==> config.mk <==
export PLATFORM = sky130hd
export DESIGN_NAME = lemc_ctrl
export DESIGN_NICKNAME = d
export VERILOG_FILES = /design/src/logic/lemc_ctrl.v /design/src/logic/lemc_sat_cnt.v
export VERILOG_INCLUDE_DIRS = /design/src /design/src/logic
export SDC_FILE = /design/constraint.sdc
export NUM_CORES = 1
export LEC_CHECK = 0
export BUFFER_PORTS_ARGS = -buffer_cell sky130_fd_sc_hd__buf_2
export CAP_MARGIN = 20
export CORE_UTILIZATION = 25
export DETAILED_ROUTE_END_ITERATION = 16
export PLACE_DENSITY = 0.49
export RECOVER_POWER = 25
export SLEW_MARGIN = 40
export SYNTH_ARGS = -nofsm -noshare
export SYNTH_HDL_FRONTEND = slang
export SYNTH_SLANG_ARGS = --single-unit
export TNS_END_PERCENT = 5
==> constraint.sdc <==
create_clock -name clk_sys -period 2.4 [get_ports clk_sys]
set_input_delay 0.48 -clock clk_sys [delete_from_list [all_inputs] [get_ports clk_sys]]
set_output_delay 0.48 -clock clk_sys [all_outputs]
set_load 0.01 [all_outputs]
==> src/logic/lemc_regs.vh <==
`ifndef LEMC_REGS_VH
`define LEMC_REGS_VH

// register offsets
`define LEMC_OFS_SER_ADDR 8'h00
`define LEMC_OFS_DES_ADDR 8'h01
`define LEMC_OFS_CC_EN 8'h04
`define LEMC_OFS_ERR_CTL 8'h08
`define LEMC_OFS_DET_THR 8'h0C
`define LEMC_OFS_CORR_THR 8'h0D
`define LEMC_OFS_PIN 8'h0E
`define LEMC_OFS_DET_CNT 8'h10
`define LEMC_OFS_CORR_CNT 8'h12
`define LEMC_OFS_PRBS_CNT 8'h13

// field positions
`define LEMC_BIT_REV_CC 0
`define LEMC_BIT_FWD_CC 1
`define LEMC_BIT_CFG_BLOCK 7
`define LEMC_BIT_AUTO_CLR 2
`define LEMC_BIT_STAG_DIS 3
`define LEMC_BIT_PIN0_IN 0
`define LEMC_BIT_PIN0_OUT 1
`define LEMC_BIT_PIN1_IN 2
`define LEMC_BIT_PIN1_OUT 3

// reset values
`define LEMC_RST_CC_EN 8'h03
`define LEMC_RST_ERR_CTL 8'h00
`define LEMC_RST_THR 8'h00
`define LEMC_RST_PIN_OUT 1'b1

// timing
`define LEMC_CLK_MHZ 200
`define LEMC_AUTO_CLR_NS 1000
`define LEMC_REV_BLOCK_US 350

`endif

==> src/logic/lemc_ctrl.v <==
// What this block does
// - separate 8-bit detected and corrected error counters
// - error rate at least quarter drops lock, relocks
// - detected and corrected counters clear on lock, read, auto clear; test counter clears on read only
// - test mode counts test errors, zeroes detected and corrected counters
// - error flag low above threshold or on test error
// - error flag released once both counts are at or below threshold (test mode: test count clear)
// - default clearing by reading error registers or on lock rise
// - auto clear fires one microsecond after flag
// - auto clear off at reset, enabled by bit
// - no auto clear during test mode
// - two bits enable forward and reverse channels
// - no arbitration, no acknowledge on contention
// - reverse channel blocked 350us after link change
// - lock output only for video link
// - write block holds until power down
// - pin output bit zero pulls pin low
// - pin inputs always readable beside output bits
// - stagger disable bit removes output delays
`timescale 1ns/1ps
`default_nettype none
`include "lemc_regs.vh"

module lemc_ctrl #(
    parameter W = 8,
    parameter LOSS_WIN = 16,
    parameter REV_BLOCK_CYC = `LEMC_REV_BLOCK_US * `LEMC_CLK_MHZ,
    parameter [7:0] SER_ADDR_RST = 8'h40,
    parameter [7:0] DES_ADDR_RST = 8'h48
) (
    input wire clk_sys,
    input wire resetn,
    input wire power_down_n,
    input wire reg_wr,
    input wire reg_rd,
    input wire [7:0] reg_addr,
    input wire [7:0] reg_wdata,
    output reg [7:0] reg_rdata,
    output reg reg_rvalid,
    input wire sym_valid,
    input wire sym_err,
    input wire det_err,
    input wire corr_err,
    input wire prbs_test_en,
    input wire prbs_err,
    input wire video_lock_in,
    input wire video_mode_in,
    input wire link_active,
    input wire cc_xfer_done,
    input wire cc_contention,
    input wire pin0_i,
    input wire pin1_i,
    output reg lock_out,
    output reg relock_req,
    output wire err_n_o,
    output wire err_n_oe,
    output wire forward_ctrl_chan_en,
    output wire reverse_ctrl_chan_en,
    output wire cc_ack,
    output wire pin0_o,
    output wire pin0_oe,
    output wire pin1_o,
    output wire pin1_oe,
    output wire stagger_disable
);
    // derived cycle counts, worked out at full width then cut to counter size
    localparam [31:0] AUTO_CLR_W = (`LEMC_AUTO_CLR_NS * `LEMC_CLK_MHZ) / 1000 - 1;
    localparam [31:0] REV_LOAD_W = REV_BLOCK_CYC;
    localparam [31:0] LOSS_LIMIT_W = LOSS_WIN / 4;
    localparam [31:0] WIN_LAST_W = LOSS_WIN - 1;
    localparam [7:0] AUTO_CLR_LAST = AUTO_CLR_W[7:0];
    localparam [16:0] REV_LOAD = REV_LOAD_W[16:0];
    localparam [4:0] LOSS_LIMIT = LOSS_LIMIT_W[4:0];
    localparam [4:0] WIN_LAST = WIN_LAST_W[4:0];

    // rate monitor states
    localparam ST_TRACK = 2'b01;
    localparam ST_LOST = 2'b10;

    // software registers
    reg [7:0] ser_addr_q; // serializer device address copy
    reg [7:0] des_addr_q; // own device address
    reg fwd_en_q;
    reg rev_en_q;
    reg cfg_block_q; // write block, sticky
    reg auto_en_q;
    reg stag_dis_q;
    reg [7:0] det_thr_q;
    reg [7:0] corr_thr_q;
    reg pin0_out_q;
    reg pin1_out_q;
    reg pin0_in_q;
    reg pin1_in_q;

    // monitor state
    reg [1:0] mon_q;
    reg [4:0] win_cnt_q; // symbols seen in window
    reg [4:0] win_err_q; // errors seen in window
    reg lock_prev_q;
    reg link_prev_q;
    reg err_flag_q;
    reg [7:0] auto_cnt_q;
    reg [16:0] rev_block_q;

    wire [W-1:0] det_cnt;
    wire [W-1:0] corr_cnt;
    wire [W-1:0] prbs_cnt;

    // read address decode
    function hit;
        input [7:0] a;
        input [7:0] ofs;
        begin
            hit = (a == ofs);
        end
    endfunction

    wire wr_ok = reg_wr && !cfg_block_q;
    wire lock_rise = video_lock_in && !lock_prev_q;
    wire frozen = (mon_q == ST_LOST);
    wire auto_fire = auto_en_q && !prbs_test_en && err_flag_q && (auto_cnt_q == AUTO_CLR_LAST);
    wire clr_det = lock_rise || auto_fire || (reg_rd && hit(reg_addr, `LEMC_OFS_DET_CNT));
    wire clr_corr = lock_rise || auto_fire || (reg_rd && hit(reg_addr, `LEMC_OFS_CORR_CNT));
    wire clr_prbs = reg_rd && hit(reg_addr, `LEMC_OFS_PRBS_CNT);
    wire flag_cond = prbs_test_en ? (prbs_cnt != {W{1'b0}}) :
        ((det_cnt > det_thr_q) || (corr_cnt > corr_thr_q));
    wire win_err_nx = sym_valid && sym_err;

    // detected error counter
    lemc_sat_cnt #(.W(W)) u_det (
        .clk_sys(clk_sys),
        .resetn(resetn),
        .inc(det_err),
        .clr(clr_det),
        .hold_zero(prbs_test_en),
        .freeze(frozen),
        .cnt_q(det_cnt)
    );

    // corrected error counter
    lemc_sat_cnt #(.W(W)) u_corr (
        .clk_sys(clk_sys),
        .resetn(resetn),
        .inc(corr_err),
        .clr(clr_corr),
        .hold_zero(prbs_test_en),
        .freeze(frozen),
        .cnt_q(corr_cnt)
    );

    // test error counter, only in test mode
    lemc_sat_cnt #(.W(W)) u_prbs (
        .clk_sys(clk_sys),
        .resetn(resetn),
        .inc(prbs_err && prbs_test_en),
        .clr(clr_prbs),
        .hold_zero(1'b0),
        .freeze(1'b0),
        .cnt_q(prbs_cnt)
    );

    // register writes and config block
    always @(posedge clk_sys or negedge resetn) begin
        if (!resetn) begin
            ser_addr_q <= SER_ADDR_RST; // arbitrary default address
            des_addr_q <= DES_ADDR_RST; // arbitrary default address
            fwd_en_q <= 1'b1;
            rev_en_q <= 1'b1;
            cfg_block_q <= 1'b0;
            auto_en_q <= 1'b0;
            stag_dis_q <= 1'b0;
            det_thr_q <= `LEMC_RST_THR;
            corr_thr_q <= `LEMC_RST_THR;
            pin0_out_q <= `LEMC_RST_PIN_OUT;
            pin1_out_q <= `LEMC_RST_PIN_OUT;
        end else if (!power_down_n) begin
            // power down lifts the write block
            cfg_block_q <= 1'b0;
        end else if (wr_ok) begin
            case (reg_addr)
                `LEMC_OFS_SER_ADDR: begin
                    ser_addr_q <= reg_wdata;
                end
                `LEMC_OFS_DES_ADDR: begin
                    des_addr_q <= reg_wdata;
                end
                `LEMC_OFS_CC_EN: begin
                    fwd_en_q <= reg_wdata[`LEMC_BIT_FWD_CC];
                    rev_en_q <= reg_wdata[`LEMC_BIT_REV_CC];
                    cfg_block_q <= reg_wdata[`LEMC_BIT_CFG_BLOCK];
                end
                `LEMC_OFS_ERR_CTL: begin
                    auto_en_q <= reg_wdata[`LEMC_BIT_AUTO_CLR];
                    stag_dis_q <= reg_wdata[`LEMC_BIT_STAG_DIS];
                end
                `LEMC_OFS_DET_THR: begin
                    det_thr_q <= reg_wdata;
                end
                `LEMC_OFS_CORR_THR: begin
                    corr_thr_q <= reg_wdata;
                end
                `LEMC_OFS_PIN: begin
                    pin0_out_q <= reg_wdata[`LEMC_BIT_PIN0_OUT];
                    pin1_out_q <= reg_wdata[`LEMC_BIT_PIN1_OUT];
                end
                default: begin
                    // unmapped or read-only: ignored
                end
            endcase
        end
    end

    // read data path, one cycle latency
    always @(posedge clk_sys or negedge resetn) begin
        if (!resetn) begin
            reg_rdata <= 8'h00;
            reg_rvalid <= 1'b0;
        end else begin
            reg_rvalid <= reg_rd;
            if (reg_rd) begin
                case (reg_addr)
                    `LEMC_OFS_SER_ADDR: reg_rdata <= ser_addr_q;
                    `LEMC_OFS_DES_ADDR: reg_rdata <= des_addr_q;
                    `LEMC_OFS_CC_EN: reg_rdata <= {cfg_block_q, 5'h00, fwd_en_q, rev_en_q};
                    `LEMC_OFS_ERR_CTL: reg_rdata <= {4'h0, stag_dis_q, auto_en_q, 2'h0};
                    `LEMC_OFS_DET_THR: reg_rdata <= det_thr_q;
                    `LEMC_OFS_CORR_THR: reg_rdata <= corr_thr_q;
                    `LEMC_OFS_PIN: reg_rdata <= {4'h0, pin1_out_q, pin1_in_q, pin0_out_q, pin0_in_q};
                    `LEMC_OFS_DET_CNT: reg_rdata <= det_cnt;
                    `LEMC_OFS_CORR_CNT: reg_rdata <= corr_cnt;
                    `LEMC_OFS_PRBS_CNT: reg_rdata <= prbs_cnt;
                    default: reg_rdata <= 8'h00;
                endcase
            end
        end
    end

    // pin input sampling, buffers always on
    always @(posedge clk_sys or negedge resetn) begin
        if (!resetn) begin
            pin0_in_q <= 1'b1;
            pin1_in_q <= 1'b1;
        end else begin
            pin0_in_q <= pin0_i;
            pin1_in_q <= pin1_i;
        end
    end

    // symbol error rate monitor
    always @(posedge clk_sys or negedge resetn) begin
        if (!resetn) begin
            mon_q <= ST_TRACK;
            win_cnt_q <= 5'h00;
            win_err_q <= 5'h00;
            relock_req <= 1'b0;
        end else begin
            relock_req <= 1'b0;
            case (mon_q)
                ST_TRACK: begin
                    if (sym_valid) begin
                        if (win_err_q + {4'h0, win_err_nx} >= LOSS_LIMIT) begin
                            // quarter of window in error: drop and relock
                            mon_q <= ST_LOST;
                            relock_req <= 1'b1;
                            win_cnt_q <= 5'h00;
                            win_err_q <= 5'h00;
                        end else if (win_cnt_q == WIN_LAST) begin
                            win_cnt_q <= 5'h00;
                            win_err_q <= 5'h00;
                        end else begin
                            win_cnt_q <= win_cnt_q + 5'h01;
                            win_err_q <= win_err_q + {4'h0, win_err_nx};
                        end
                    end
                end
                ST_LOST: begin
                    // counting frozen until the receiver relocks
                    if (lock_rise) begin
                        mon_q <= ST_TRACK;
                    end
                end
                default: begin
                    mon_q <= ST_TRACK;
                end
            endcase
        end
    end

    // lock output and edge history
    always @(posedge clk_sys or negedge resetn) begin
        if (!resetn) begin
            lock_prev_q <= 1'b0;
            link_prev_q <= 1'b0;
            lock_out <= 1'b0;
        end else begin
            lock_prev_q <= video_lock_in;
            link_prev_q <= link_active;
            lock_out <= video_lock_in && video_mode_in && !frozen;
        end
    end

    // error flag, follows counts so it releases once flag_cond is false or auto clear fires
    always @(posedge clk_sys or negedge resetn) begin
        if (!resetn) begin
            err_flag_q <= 1'b0;
        end else begin
            err_flag_q <= flag_cond && !auto_fire;
        end
    end

    // auto clear delay from flag assertion
    always @(posedge clk_sys or negedge resetn) begin
        if (!resetn) begin
            auto_cnt_q <= 8'h00;
        end else if (!err_flag_q || !auto_en_q || prbs_test_en || auto_fire) begin
            auto_cnt_q <= 8'h00;
        end else begin
            auto_cnt_q <= auto_cnt_q + 8'h01;
        end
    end

    // reverse channel hold-off after link start or stop
    always @(posedge clk_sys or negedge resetn) begin
        if (!resetn) begin
            rev_block_q <= 17'h00000;
        end else if (link_active != link_prev_q) begin
            rev_block_q <= REV_LOAD;
        end else if (rev_block_q != 17'h00000) begin
            rev_block_q <= rev_block_q - 17'h00001;
        end
    end

    // open-drain error flag: drive low while set
    assign err_n_o = 1'b0;
    assign err_n_oe = err_flag_q;
    assign forward_ctrl_chan_en = fwd_en_q;
    assign reverse_ctrl_chan_en = rev_en_q && (rev_block_q == 17'h00000);
    // acknowledge only clean transfers; no arbitration here
    assign cc_ack = cc_xfer_done && !cc_contention;
    assign pin0_o = 1'b0;
    assign pin0_oe = !pin0_out_q;
    assign pin1_o = 1'b0;
    assign pin1_oe = !pin1_out_q;
    assign stagger_disable = stag_dis_q;
endmodule

`default_nettype wire

==> src/logic/lemc_sat_cnt.v <==
`timescale 1ns/1ps
`default_nettype none

// saturating counter with clear and hold-at-zero
module lemc_sat_cnt #(
    parameter W = 8
) (
    input wire clk_sys,
    input wire resetn,
    input wire inc,
    input wire clr,
    input wire hold_zero,
    input wire freeze,
    output reg [W-1:0] cnt_q
);
    reg [W-1:0] cnt_d;

    // next count: zero while held, clear with a same-cycle event restarts at one unless frozen
    always @* begin
        cnt_d = cnt_q;
        if (hold_zero) begin
            cnt_d = {W{1'b0}};
        end else if (clr) begin
            cnt_d = (inc && !freeze) ? {{(W-1){1'b0}}, 1'b1} : {W{1'b0}};
        end else if (inc && !freeze && cnt_q != {W{1'b1}}) begin
            cnt_d = cnt_q + {{(W-1){1'b0}}, 1'b1};
        end
    end

    // count register
    always @(posedge clk_sys or negedge resetn) begin
        if (!resetn) begin
            cnt_q <= {W{1'b0}};
        end else begin
            cnt_q <= cnt_d;
        end
    end
endmodule

`default_nettype wire
==> results of run 1 <==
==> metal layers <==
| layer | vias up | routed length (um) | share of wire [%] | GRT usage (%) |
|---|---|---|---|---|
| li1 | 2412 | - | - | - |
| met1 | 2476 | 7870 | 47 | 18.7 |
| met2 | 105 | 7860 | 47 | 21.5 |
| met3 | 33 | 622 | 3.7 | 2.87 |
| met4 | 2 | 442 | 2.6 | 5.80 |
| met5 | - | 14 | 0.083 | 0 |
==> synth_stat cells, drive strengths merged, types with 9 or more instances <==
| cell | count |
|---|---|
| a21oi | 28 |
| a22oi | 14 |
| and2 | 10 |
| buf | 10 |
| clkbuf | 10 |
| dfrtp | 106 |
| dfstp | 10 |
| ha | 26 |
| inv | 30 |
| mux2 | 41 |
| nand2 | 51 |
| nand2b | 9 |
| nand3 | 22 |
| nor2 | 66 |
| nor3 | 18 |
| o21ai | 24 |
| xnor2 | 27 |
==> worst max-delay path, delay by kind of cell, from the launching register on <==
kind          cells  cell delay [ps]
buf+inv           1              130
simple gates      3              900
flops             1              410
==> through the flow <==
step           hold WS (ps)  TNS [ps]  cell area (um^2)
3_5_place_dp            407         0              7080
4_1_cts                 127         0              7710
6_report                145         0              7720
3_3_place_gp            407         0              7080
5_1_grt                 132     -3.93              7720
2_1_floorplan           184         0              6280
==> power by group through the flow <==
stage | Sequential, mW | Clock, mW | Combinational [mW]
3_3_place_gp | 2.29 | 0 | 0.653
2_1_floorplan | 2.25 | 0 | 0.423
3_5_place_dp | 2.30 | 0 | 0.655
5_1_grt | 2.28 | 2.76 | 0.741
6_report | 2.26 | 2.62 | 0.649
4_1_cts | 2.26 | 2.69 | 0.660
==> worst min path at each step <==
stage	start	end	slack [ps]	cells past startpoint
after floorplan	resetn	auto_cnt_q[0]$_DFF_PN0_	180	0
final	pin0_i	pin0_in_q$_DFF_PN1_	150	1
after detailed placement	resetn	u_corr.cnt_q[4]$_DFFE_PN0P_	410	1
after CTS	pin0_i	pin0_in_q$_DFF_PN1_	130	1
after global placement	resetn	u_corr.cnt_q[4]$_DFFE_PN0P_	410	1
after global routing	pin0_i	pin0_in_q$_DFF_PN1_	130	1
==> kinds of logic after synthesis <==
family / after synthesis / synth area share, %
flops: 116 / 46.5
mux: 45 / 8.00
other cells: 1 / 0.0598
buf+inv: 50 / 3.33
simple gates: 224 / 18.3
xor+xnor: 35 / 4.89
compound gates: 125 / 13.7
fa+ha+maj: 26 / 5.19
==> sequential cells by signal (all words and copies together), names as in the netlist, 2 cells and up <==
| register | flops |
|---|---|
| auto_cnt_q | 8 |
| corr_thr_q | 8 |
| des_addr_q | 8 |
| det_thr_q | 8 |
| mon_q | 2 |
| reg_rdata | 8 |
| rev_block_q | 17 |
| ser_addr_q | 8 |
| u_corr.cnt_q | 8 |
| u_det.cnt_q | 8 |
| u_prbs.cnt_q | 8 |
| win_cnt_q | 5 |
| win_err_q | 5 |
==> final cells by class <==
cell class	count	area [um^2]	area share [%]
clock inverters	14	176	2.29
repair buffers	82	508	6.58
multi-input cells	458	3170	41.1
well taps	324	405	5.25
inverters	30	113	1.46
flip-flops and latches	116	2920	37.8
clock buffers	18	429	5.56
==> timing repair <==
| action | CTS | global route |
|---|---|---|
| pin swaps | 2 | 0 |
| setup endpoints to repair | 1 | 1 |
| setup buffers | 1 | 1 |
| hold buffers | 1 | 0 |
| gates resized for setup | 1 | 1 |
| endpoints found under the hold margin | 17 | 0 |
==> impl_metrics.tcl, run 1 <==
set metrics [dict create \
    seqPwrFrac_pct 40.9 \
    htree_levels 4 \
    core_mm2 0.0245 \
    crit_type "reg2out" \
    cp.required_ps 1920 \
    relSlewSlack_pct 10.4 \
    critPathCapture "reverse_ctrl_chan_en" \
    syn_avg_cell_area_um2 10.1 \
    ant_nets 0 \
    die_h_um 160 \
    grt_overflow_total 0 \
    sw_frac_of_total_pct 27.1 \
    initial_core_util_pct 25.6 \
    setup_viol 0 \
    final_cell_mix "106 x dfrtp_1, 66 x nor2_1, 50 x nand2_1" \
    p_sw_mw 1.50 \
    yosysTopAreaCell "dfrtp_1" \
    ff2ff_setup_slack_ps 250 \
    yosysSeqAreaShare_pct 46.5 \
    chipWidth_um 160 \
    p_int_mw 4.03 \
    io_buffers 51 \
    routabilityCongestion 0.852 \
    dieArea_mm2 0.0257 \
    grt.total_usage_pct 13.8 \
    combPwrFrac_pct 11.7 \
    reg2reg_to "rev_block_q[4]$_DFFE_PN0P_" \
    clock_power_share_pct 47.4 \
    hpwl_mm 12.5 \
    dp_cells 1007 \
    drtIter0Drc 284 \
    grt_pass1_wl_mm 27.6 \
    fin_nets 765 \
    finalPower_mw 5.53 \
    p_per_area_mw_per_mm2 717 \
    fmax_ghz 0.427 \
    hold_class "in2reg" \
    fillCellCount 2559 \
    yosys_warnings 0 \
    final_core_util_pct 31.5 \
    synth_top_flop_cell "dfrtp_1" \
    drive_gt1_share_pct 24.1 \
    synthTopCellsByArea "dfrtp_1 42%, mux2_2 7.4%, ha_1 5.2%" \
    worst_clock_skew_ps 13.7 \
    r2r-start "rev_block_q[13]$_DFFE_PN0P_" \
    clk_pin_slew_worst_paths_ps 70 \
    grt_max_degree 45 \
    cp-start-kind "register" \
    slowest_delay_ps 540 \
    antennaDiodeCount 0 \
    insertion_delay_ps 430 \
    drtPass1Iterations 5 \
    final_cells 1042 \
    hold_viol_final 0 \
    first_global_vias 5010 \
    clockRootBuffer "clkbuf_16" \
    clock_path_buffers 2 \
    rows 57 \
    cp.arrival_ps 1860 \
    final_common_cell "dfrtp_1" \
    dp_slack_ps 121 \
    min_period_ps 2340 \
    vdd_drop_max_mv 0.429 \
    rsz0062_at_grt "yes" \
    vias 5028 \
    cp_cell_sequence "or4_4 > nor3_4 > and4_1 > buf_2" \
    cts_made_buffers 17 \
    crit_slowest_cell "or4_4" \
    worstRegToRegCells 6 \
    area_growth_pct 23.0 \
    drc_errors 0 \
    leakagePower_nw 3.36 \
    outcome "completed" \
    min_period_over_period_pct 97.6 \
    yosysTopAreaCellShare_pct 42.3 \
    synth_area_mm2 0.00627 \
    cts_sinks 116 \
    wl_per_cell_um 16.1 \
    crit_path_start "rev_block_q[13]$_DFFE_PN0P_" \
    maxCapViolCount 0 \
    antenna_found_initial 1 \
    wirelength_mm 16.8 \
    synth-edff-count 0 \
    netlist_instances 622 \
    crit_path_max_fanout 4 \
    async_reset_ff_share_pct 100 \
    max_slew.worst_pin.slew_ps 1340 \
    slew_violations 0 \
    layout_setup_ws_ps 58.4 \
    vias_per_cell 4.83 \
    io_pins 55 \
    cts_tree "done" \
    ys_ff_latch 116 \
    yosysUniqueCellTypes 68 \
    end_kind "output port" \
]
Note: power is estimated with default switching activity, not from simulation.
==> run 2, diff against run 1 <==
- CTS_BUF_LIST: unset -> sky130_fd_sc_hd__clkbuf_2 sky130_fd_sc_hd__clkbuf_4 sky130_fd_sc_hd__clkbuf_8
==> run 2 against run 1 <==
  * Sequential share of layout area up 0.91 points
  * Cell count about the same
  * Highest routed layer unchanged
  * Flip-flop and latch count unchanged
  * Clock power is 26% lower
  * Non-clock buffer count up 1
  * Design area is 2.3% lower
  * Register-to-register slack better by 30 ps
  * Total power shrank 12%
  * Hold slack got worse by 35 ps
==> impl_metrics.tcl, run 2 (synthesis results as in run 1) <==
set metrics [dict create \
    outcome "completed" \
    die_h_um 160 \
    max_slew.worst_pin.slew_ps 1340 \
    relSlewSlack_pct 10.5 \
    drtIter0Drc 298 \
    maxCapViolCount 0 \
    first_global_vias 5010 \
    rsz0062_at_grt "yes" \
    fmax_ghz 0.425 \
    cp.arrival_ps 1870 \
    fillCellCount 2584 \
    clock_path_buffers 2 \
    initial_core_util_pct 25.6 \
    drive_gt1_share_pct 24.5 \
    end_kind "output port" \
    crit_path_max_fanout 2 \
    setup_viol 0 \
    grt_overflow_total 0 \
    slew_violations 0 \
    final_cell_mix "105 x dfrtp_1, 66 x nor2_1, 50 x nand2_1" \
    hold_class "in2reg" \
    vias_per_cell 4.81 \
    drc_errors 0 \
    grt.total_usage_pct 13.8 \
    finalPower_mw 4.85 \
    regMostFlops "rev_block_q" \
    core_mm2 0.0245 \
    vias 5018 \
    cp-start-kind "register" \
    grt_pass1_wl_mm 27.6 \
    leakagePower_nw 3.28 \
    chipWidth_um 160 \
    cp.required_ps 1920 \
    routabilityCongestion 0.852 \
    dieArea_mm2 0.0257 \
    min_period_ps 2350 \
    r2r-start "rev_block_q[14]$_DFFE_PN0P_" \
    vdd_drop_max_mv 0.304 \
    p_per_area_mw_per_mm2 643 \
    min_period_over_period_pct 98.0 \
    fin_nets 766 \
    drtPass1Iterations 5 \
    fin_setup_tns_ps 0 \
    clockRootBuffer "clkbuf_8" \
    final_common_cell "dfrtp_1" \
    io_buffers 51 \
    hp-start "pin0_i" \
    crit_type "reg2out" \
    cts_made_buffers 17 \
    hpwl_mm 12.5 \
    ant_nets 0 \
    grt_max_degree 45 \
    antennaDiodeCount 0 \
    insertion_delay_ps 460 \
    wirelength_mm 16.8 \
    wl_per_cell_um 16.1 \
    clk_pin_slew_worst_paths_ps 100 \
    hold_viol_final 0 \
    area_growth_pct 20.2 \
    cts_sinks 116 \
    largest_register_ffs 17 \
    ff2ff_setup_slack_ps 280 \
    crit_path_start "rev_block_q[14]$_DFFE_PN0P_" \
    rows 57 \
    cts_tree "done" \
    worst_clock_skew_ps 23.3 \
    htree_levels 4 \
    antenna_found_initial 1 \
    io_pins 55 \
]
==> run 2: cell types whose count changed in the layout (fill, tap and decap cells not counted), sizes merged <==
| cell | delta |
|---|---|
| buf | +1 |
==> run 2: power breakdown <==
part	internal, mW	switching (mW)
combinational	0.286	0.363
clock	1.05	0.888
sequential	2.10	0.157
==> run 2: critical path, stage by stage, from the launching register on <==
cell and delay (ps):
dfrtp_1 390, or4_4 560, nor3_4 150, and4_1 210, buf_2 130
==> run 2: area by class of cell <==
type / count / area [um^2] / area share [%]
Multi-Input combinational cell: 458 / 3170 / 42.1
Sequential cell: 116 / 2920 / 38.7
Timing Repair Buffer: 83 / 515 / 6.84
Tap cell: 324 / 405 / 5.38
Clock buffer: 18 / 241 / 3.20
Clock inverter: 14 / 176 / 2.34
Inverter: 30 / 113 / 1.49
==> run 2: through the flow <==
stage               setup slack (ps)  cells  hold slack, ps  util [%]  instance area [um^2]
floorplan                        403    624             184         -                  6280
global placement                 182   1007             407      29.0                  7080
detailed placement               121   1007             407      29.0                  7080
CTS                             5.88   1043            78.0      30.8                  7540
global route                   -34.6   1043            78.4      30.8                  7540
finish                          49.1   1043             110      30.8                  7540
==> run 2: per-layer routing <==
layer  vias up  wire [um]  GRT usage [%]
met3        26        602           3.07
met4         2        396           5.50
met2       106       7900           21.4
met1      2473       7920           18.6
met5         -         16              0
li1       2411          -              -
==> run 2: worst paths after layout <==
check	cells after the start	end
max in group asynchronous	3	mon_q[0]$_DFFE_PN1P_
min	1	pin0_in_q$_DFF_PN1_
max	4	reverse_ctrl_chan_en
max reg2reg	6	rev_block_q[4]$_DFFE_PN0P_
min in group asynchronous	2	u_corr.cnt_q[4]$_DFFE_PN0P_
min reg2reg	1	auto_cnt_q[0]$_DFF_PN0_
==> run 2: timing repair <==
action | 4_1_cts | 5_1_grt
pin swaps | 2 | 0
hold buffers | 1 | 0
resized for setup | 1 | 2
setup endpoints to repair | 1 | 1
hold endpoints to repair | 17 | 0
gates cloned | 0 | 0
setup buffers | 3 | 0
